## src/rtl/spl_consts.vh

```
// Contract
// (RL1) Stack pointer holds next free word; stack grows toward higher addresses.
// (RL2) Push writes at pointer then increments; pop decrements then reads.
// (RL3) Call push zero-extends the counter so the top pushed bit is clear.
// (RL4) Exception push places status low byte above the counter value.
// (RL5) Stack limit register has no defined reset value until written.
// (RL6) Limit register bit zero always reads and acts as zero.
// (RL7) Every stack-pointer-based effective address is compared with the limit; pop addresses are not compared.
// (RL8) Push at pointer equal to limit passes; the next push traps.
// (RL9) Stack address below the fixed lower bound raises an underflow trap.
// (RL10) Software avoids stack-pointer indirect read right after a limit write.
// (RL11) Stack error trap request is raised in the same cycle as the address.
// (RL12) Each push or pop moves the pointer by two byte addresses.
`ifndef SPL_CONSTS_VH
`define SPL_CONSTS_VH
`define SPL_WORD_W 16
`define SPL_LOWER_BOUND 16'h0800
`define SPL_STEP 16'h0002
`define SPL_SP_RESET 16'h0800
`define SPL_PC_W 23
`define SPL_SRL_W 8
`define SPL_PUSH_W 32
`define SPL_OP_NONE 2'h0
`define SPL_OP_PUSH 2'h1
`define SPL_OP_POP 2'h2
`define SPL_OP_EA 2'h3
`endif

```

## src/rtl/spl_addr_cmp.v

```verilog
`timescale 1ns/1ps
`include "spl_consts.vh"
module spl_addr_cmp #(
    parameter W = 16
) (
    input wire [W-1:0] ea_i,
    input wire [W-1:0] limit_i,
    input wire [W-1:0] lower_i,
    output wire over_o,
    output wire under_o
);
    // **************
    // Bound compare
    // **************
    assign over_o = (ea_i > limit_i); // [RL7] [RL8]
    assign under_o = (ea_i < lower_i); // [RL9]
endmodule // spl_addr_cmp

```

## src/rtl/spl_stack_unit.v

```verilog
`timescale 1ns/1ps
`include "spl_consts.vh"
module spl_stack_unit #(
    parameter W = 16,
    parameter PC_W = 23
) (
    input wire sys_clk_i,
    input wire rst_i,
    input wire [1:0] op_i,
    input wire [W-1:0] ea_i,
    input wire exc_i,
    input wire [PC_W-1:0] pc_i,
    input wire [7:0] status_low_byte_i,
    input wire sp_wr_i,
    input wire [W-1:0] sp_wdata_i,
    input wire lim_wr_i,
    input wire [W-1:0] lim_wdata_i,
    output wire [W-1:0] stack_addr_o,
    output wire [W-1:0] push_lo_o,
    output wire [W-1:0] push_hi_o,
    output wire trap_o,
    output wire overflow_o,
    output wire underflow_o,
    output reg [W-1:0] stack_pointer_o,
    output wire [W-1:0] stack_limit_o
);
    // **************
    // Constants
    // **************
    // Floor sits just above the special register region
    localparam [W-1:0] LOWER_BOUND = `SPL_LOWER_BOUND;
    localparam [W-1:0] STEP = `SPL_STEP;
    localparam [W-1:0] SP_RESET = `SPL_SP_RESET;
    localparam HI_W = `SPL_PUSH_W - W;
    localparam PC_HI_W = PC_W - W;
    localparam PAD_W = HI_W - PC_HI_W;

    // **************
    // State
    // **************
    reg [W-1:0] stack_pointer_reg;
    reg [W-1:0] stack_pointer_next;
    reg [W-1:0] stack_limit_reg;
    reg [W-1:0] addr;
    reg is_push;
    reg is_pop;
    reg is_ea;
    reg limit_en;
    reg floor_en;
    reg over_hit;
    reg under_hit;
    reg [HI_W-1:0] hi_word;
    wire over;
    wire under;
    wire [W-1:0] sp_wr_word;
    wire [W-1:0] lim_wr_word;
    wire [PC_HI_W-1:0] pc_hi;

    // **************
    // Op decode
    // **************
    // Pop is only held to the floor; the limit guards pushes and EA accesses
    always @*
    begin
        is_push = 1'b0;
        is_pop = 1'b0;
        is_ea = 1'b0;
        limit_en = 1'b0;
        floor_en = 1'b0;
        case (op_i)
            `SPL_OP_PUSH:
            begin
                is_push = 1'b1;
                limit_en = 1'b1;
                floor_en = 1'b1;
            end
            `SPL_OP_POP:
            begin
                is_pop = 1'b1;
                floor_en = 1'b1;
            end
            `SPL_OP_EA:
            begin
                is_ea = 1'b1;
                limit_en = 1'b1; // [RL7]
                floor_en = 1'b1;
            end
            default:
            begin
                is_push = 1'b0;
                is_pop = 1'b0;
            end
        endcase
    end

    // **************
    // Address generation
    // **************
    // Idle cycles show the pointer, so the address bus does not toggle needlessly
    always @*
    begin
        if (is_push)
            addr = stack_pointer_reg; // [RL2]
        else if (is_pop)
            addr = stack_pointer_reg - STEP; // [RL2] [RL12]
        else if (is_ea)
            addr = ea_i; // [RL7]
        else
            addr = stack_pointer_reg;
    end

    // **************
    // Address output
    // **************
    assign stack_addr_o = addr;

    // **************
    // Pointer update
    // **************
    assign sp_wr_word = {sp_wdata_i[W-1:1], 1'b0};

    // A direct write wins over the op, so software can reseat the stack at once
    always @*
    begin
        if (sp_wr_i)
            stack_pointer_next = sp_wr_word;
        else if (is_push)
            stack_pointer_next = stack_pointer_reg + STEP; // [RL1] [RL2] [RL12]
        else if (is_pop)
            stack_pointer_next = stack_pointer_reg - STEP; // [RL1] [RL2] [RL12]
        else
            stack_pointer_next = stack_pointer_reg;
    end

    // **************
    // Pointer register
    // **************
    // Reset seats the pointer at the floor, the first legal stack word
    always @(posedge sys_clk_i)
    begin
        if (rst_i)
            stack_pointer_reg <= SP_RESET;
        else
            stack_pointer_reg <= stack_pointer_next;
    end

    // Output copy keeps the port a flop of its own, apart from internal fanout
    always @(posedge sys_clk_i)
    begin
        if (rst_i)
            stack_pointer_o <= SP_RESET;
        else
            stack_pointer_o <= stack_pointer_next;
    end

    // **************
    // Limit register
    // **************
    assign lim_wr_word = {lim_wdata_i[W-1:1], 1'b0}; // [RL6]

    // No reset branch on purpose: undefined until software writes it
    always @(posedge sys_clk_i)
    begin
        if (lim_wr_i)
            stack_limit_reg <= lim_wr_word; // [RL5] [RL6]
    end

    assign stack_limit_o = {stack_limit_reg[W-1:1], 1'b0}; // [RL6]

    // **************
    // Bound compare
    // **************
    spl_addr_cmp #(
        .W(W)
    ) u_cmp (
        .ea_i(addr),
        .limit_i(stack_limit_reg),
        .lower_i(LOWER_BOUND),
        .over_o(over),
        .under_o(under)
    );

    // **************
    // Trap qualify
    // **************
    // Reset masks the trap, so a pointer being reseated cannot fire it
    always @*
    begin
        over_hit = 1'b0;
        under_hit = 1'b0;
        if (!rst_i)
        begin
            over_hit = over && limit_en; // [RL7] [RL8]
            under_hit = under && floor_en; // [RL9]
        end
    end

    // **************
    // Trap outputs
    // **************
    // Combinational so the trap lands in the cycle the address is formed
    assign overflow_o = over_hit; // [RL11]
    assign underflow_o = under_hit; // [RL11]
    assign trap_o = over_hit || under_hit; // [RL11]

    // **************
    // Pushed high word
    // **************
    // An exception push keeps every counter bit; a clear bit and the status byte fill the pad
    assign pc_hi = pc_i[PC_W-1:W];

    always @*
    begin
        case (exc_i)
            1'b1:
                hi_word = {status_low_byte_i, 1'b0, pc_hi}; // [RL4]
            default:
                hi_word = {{PAD_W{1'b0}}, pc_hi}; // [RL3]
        endcase
    end

    assign push_hi_o = hi_word;

    // **************
    // Pushed low word
    // **************
    assign push_lo_o = pc_i[W-1:0];
endmodule // spl_stack_unit

```

## config.mk

```make
export PLATFORM = sky130hd
export DESIGN_NAME = spl_stack_unit
export DESIGN_NICKNAME = d
export VERILOG_FILES = /design/src/rtl/spl_addr_cmp.v /design/src/rtl/spl_stack_unit.v
export VERILOG_INCLUDE_DIRS = /design/src /design/src/rtl
export SDC_FILE = /design/constraint.sdc
export NUM_CORES = 1
export LEC_CHECK = 0
export BUFFER_PORTS_ARGS = -buffer_cell sky130_fd_sc_hd__clkbuf_2
export CAP_MARGIN = 20
export CORE_ASPECT_RATIO = 0.9
export CORE_MARGIN = 2
export CORE_UTILIZATION = 35
export CTS_CLUSTER_DIAMETER = 100
export DETAILED_ROUTE_END_ITERATION = 6
export GPL_TIMING_DRIVEN = 0
export PLACE_DENSITY = 0.77
export SETUP_SLACK_MARGIN = 0.3
export SLEW_MARGIN = 20
export SYNTH_ARGS = -nofsm -noshare
export SYNTH_HDL_FRONTEND = slang
export SYNTH_SLANG_ARGS = --single-unit
```

## constraint.sdc

```tcl
create_clock -name sys_clk_i -period 3.4 [get_ports sys_clk_i]
set_clock_uncertainty 0.1 [all_clocks]
set_input_delay 0.17 -clock sys_clk_i [delete_from_list [all_inputs] [get_ports sys_clk_i]]
set_output_delay 0.17 -clock sys_clk_i [all_outputs]
set_load 0.05 [all_outputs]
```

==> flow_metrics.py <==
metrics = {
    "outcome": {
        "run_status": "finished with violations",
        "violations": "setup timing",
    },
    "logic_synthesis": {
        "edff_count_synth": 15,
        "flip_flop_and_latch_count_after_synthesis": 30,
        "gate_count_post_synth": 385,
        "synth_warnings": 0,
        "synth_ff_type": "edfxtp_1",
        "synth.yosys.seq_area_share": 0.2505,
        "netlist-cell-type-count": 71,
        "syn-cell-area_mm2": 0.002997,
        "avgSynthCellArea_um2": 7.783,
        "synth_async_sr_flop_share": 0,
    },
    "timing": {
        "grt_setup_unrepaired": "true",
        "time_the_final_worst_path_needs_with_i_o_delays_and_setup_ps": 3936,
        "hold_viol_final": 0,
        "final.hold.worst_slack_ps": 14.59,
        "final-setup-viol-count": 2,
        "worst-slew-pin-transition_ps": 660.7,
        "setup_tns_ps": -1008,
        "fin_ws_ps": -535.8,
        "timing.max_slew.rel_slack": 0.5595,
        "final_max_slew_viol_count": 0,
        "fmax_ghz": 0.2541,
        "final_clock_period_utilization_by_the_worst_path": 1.158,
    },
    "critical_path": {
        "timing.critical_path.from_type": "flip-flop",
        "end_kind": "output port",
        "critPathMaxFanout": 6,
        "worst-setup-path-type": "reg2out",
        "worst-endpoint-required_ps": 3130,
        "critPathArrivalTime_ps": 3670,
    },
    "floorplan": {
        "placeableCoreArea_mm2": 0.008448,
        "floorplan.initialDensity": 0.3547,
        "dieWidth_um": 101.5,
        "num_rows": 32,
        "die-area_mm2": 0.009319,
        "ioPinCount": 169,
        "floorplan.die.height_um": 91.78,
    },
    "layout": {
        "fill_cells": 830,
        "final_design_area_no_fill_mm2": 0.004483,
        "final_layout_size_suffix_gt1_frac": 0.4533,
        "antenna_cells_inserted": 0,
        "final_net_count": 668,
        "area_growth_syn_to_layout_pct": 49.60,
        "finish.utilization": 0.5307,
    },
    "place": {
        "count_of_port_buffers_added_during_placement": 138,
        "post_dp_cell_area_mm2": 0.003958,
        "gp_routability_congestion": 0.9056,
        "preCtsSetupSlack_ps": -755.8,
        "dpl.hpwl_um": 8249,
    },
    "routing": {
        "drt.antenna.violating_nets": 0,
        "wl_um": 10690,
        "detail_route.vias_per_cell": 5.305,
        "drt-initial-drc-count": 165,
        "vias": 3639,
        "drt-wirelength-per-cell_um": 15.58,
        "drt-pass1-iter-count": 5,
        "route.detailed.drc": 0,
    },
    "grt": {
        "grt_antenna_before_repair": 0,
        "globalRouteTotalUtil": 0.2282,
        "grt_start_max_net_pins": 16,
        "global_route.overflow_total": 0,
        "grt_pass1_vias": 3555,
        "grt_first_pass_wirelength_um": 16980,
    },
    "cts": {
        "tritoncts_clock_tree": "built",
        "cts.sink_count": 30,
        "cts_htree_levels": 2,
        "cts_made_buffers": 5,
        "clock_insertion_delay_worst_skew_ps": 290,
        "cts_root_buffer": "clkbuf_8",
        "clk_path_buf_depth": 2,
        "cts.reportedPaths.clkPinSlew_ps": 70,
    },
    "run": {
        "drv_cap": 0,
    },
    "min_path": {
        "timing.hold.worst.class": "in2reg",
    },
    "power_and_ir_drop": {
        "power.density_cell_area_mw_per_mm2": 363.2,
        "vdd_drop_max_v": 0.0001725,
        "leakagePower_uw": 0.002067,
    },
}
per-layer routing:
metal / track usage / up-vias / share of wire
met5: 0 / - / 0
met4: 0.05518 / 0 / 0.014
met3: 0.04497 / 16 / 0.085
met2: 0.4024 / 190 / 0.50
met1: 0.2822 / 1717 / 0.40
li1: - / 1716 / -
layout make-up:
| type | count | area (um^2) | share of cell area |
|---|---|---|---|
| buffer | 50 | 312.8 | 0.06977 |
| clock buffer | 6 | 72.57 | 0.01619 |
| clock inverter | 2 | 8.758 | 0.001954 |
| inverter | 30 | 115.1 | 0.02568 |
| multi-input combinational | 277 | 2061 | 0.4597 |
| sequential | 30 | 758.2 | 0.1691 |
| tap | 119 | 148.9 | 0.03321 |
| timing repair buffer | 172 | 1006 | 0.2244 |
path summary, 6_finish.rpt:
check | from | to | slack, ps | cells after the start
max | stack_pointer_o[2]$_SDFFE_PP0P_ | trap_o | -540 | 17
min | sp_wdata_i[14] | stack_pointer_o[14]$_SDFFE_PP0P_ | 10 | 3
max reg2reg | stack_pointer_o[3]$_SDFFE_PP0P_ | stack_pointer_o[10]$_SDFFE_PP0P_ | 1100 | 7
min reg2reg | stack_pointer_o[13]$_SDFFE_PP0P_ | stack_pointer_o[13]$_SDFFE_PP0P_ | 530 | 2
repair_timing:
| action | CTS | global route |
|---|---|---|
| pin swaps | 12 | 11 |
| buffers inserted | 15 | 4 |
| hold buffers | 15 | 0 |
| setup endpoints to repair | 3 | 3 |
| endpoints found under the hold margin | 15 | 0 |
| gates resized for setup | 17 | 14 |
synth_stat cells, types with 3 or more instances:
library cell	n	area (um^2)
nand2_1	33	123.9
buf_4	30	225.2
nor2_1	29	108.9
a21oi_1	28	140.1
inv_1	28	105.1
o21ai_0	22	110.1
nor3_1	18	90.09
ha_1	16	200.2
clkbuf_1	15	56.30
dfxtp_1	15	300.3
edfxtp_1	15	450.4
and2_1	11	68.82
nand3_1	10	50.05
xnor2_1	8	70.07
nand2b_1	6	37.54
o22ai_1	5	31.28
a221oi_1	4	35.03
a31oi_1	4	25.02
buf_2	4	20.02
mux2i_1	4	40.04
nor2b_1	4	25.02
nor4_1	4	25.02
nor4_2	4	50.05
a211oi_1	3	22.52
a22oi_1	3	22.52
nor3_2	3	30.03
or2_2	3	18.77
critical path, stage by stage, from the launching register on:
cell and delay (ps):
dfxtp_4 340, buf_6 130, inv_4 50, ha_4 130, nor4b_4 290, nand2_2 110, or3_4 360, a311oi_4 240
inv_2 90, ha_4 280, nand2_4 60, nor3_4 250, o311ai_4 170, a211oi_2 290, nor3_2 50, buf_4 150
o31ai_4 190, buf_8 180
metrics by stage:
stage,cells,power [uW]
floorplan,387,1048
global placement,644,1227
detailed placement,644,1242
CTS,682,1592
global route,686,1717
finish,686,1628
where the power goes:
group,switching (uW),internal (uW)
Sequential,36.9,411
Clock,146,141
Combinational,589,304
kinds of logic after synthesis:
group | Yosys count | share of synthesized area
AO/OA/AOI/OAI | 98 | 0.2192
flip-flops | 30 | 0.2505
XOR/XNOR | 10 | 0.02923
other | 1 | 0.001251
multiplexers | 4 | 0.01336
AND/OR/NAND/NOR | 146 | 0.2802
adder cells (fa/ha/maj) | 16 | 0.06681
buffers and inverters | 80 | 0.1395
placed cells by master (no fill, tap or decap), types with 4 or more instances in the layout:
cell,synthesis,routed
nor2b_1,4,4
ha_1,16,12
nand2_1,33,30
edfxtp_1,15,15
nor2_1,29,28
and2_1,11,11
inv_2,1,4
nand3_1,10,9
inv_1,28,24
nor4_1,4,4
o22ai_1,5,5
clkbuf_2,0,136
a21oi_1,28,26
a221oi_1,4,4
a31oi_1,4,4
buf_4,30,49
dlygate4sd3_1,0,15
clkbuf_1,15,15
mux2i_1,4,4
nor3_1,18,14
ha_4,0,4
clkbuf_8,0,5
nor3_2,3,5
nand2b_1,6,6
o21ai_2,0,5
dfxtp_1,15,13
o21ai_1,1,4
o21ai_0,22,13
nor4_4,1,4
xnor2_1,8,8
No activity file was read; power rests on OpenSTA's default activity.
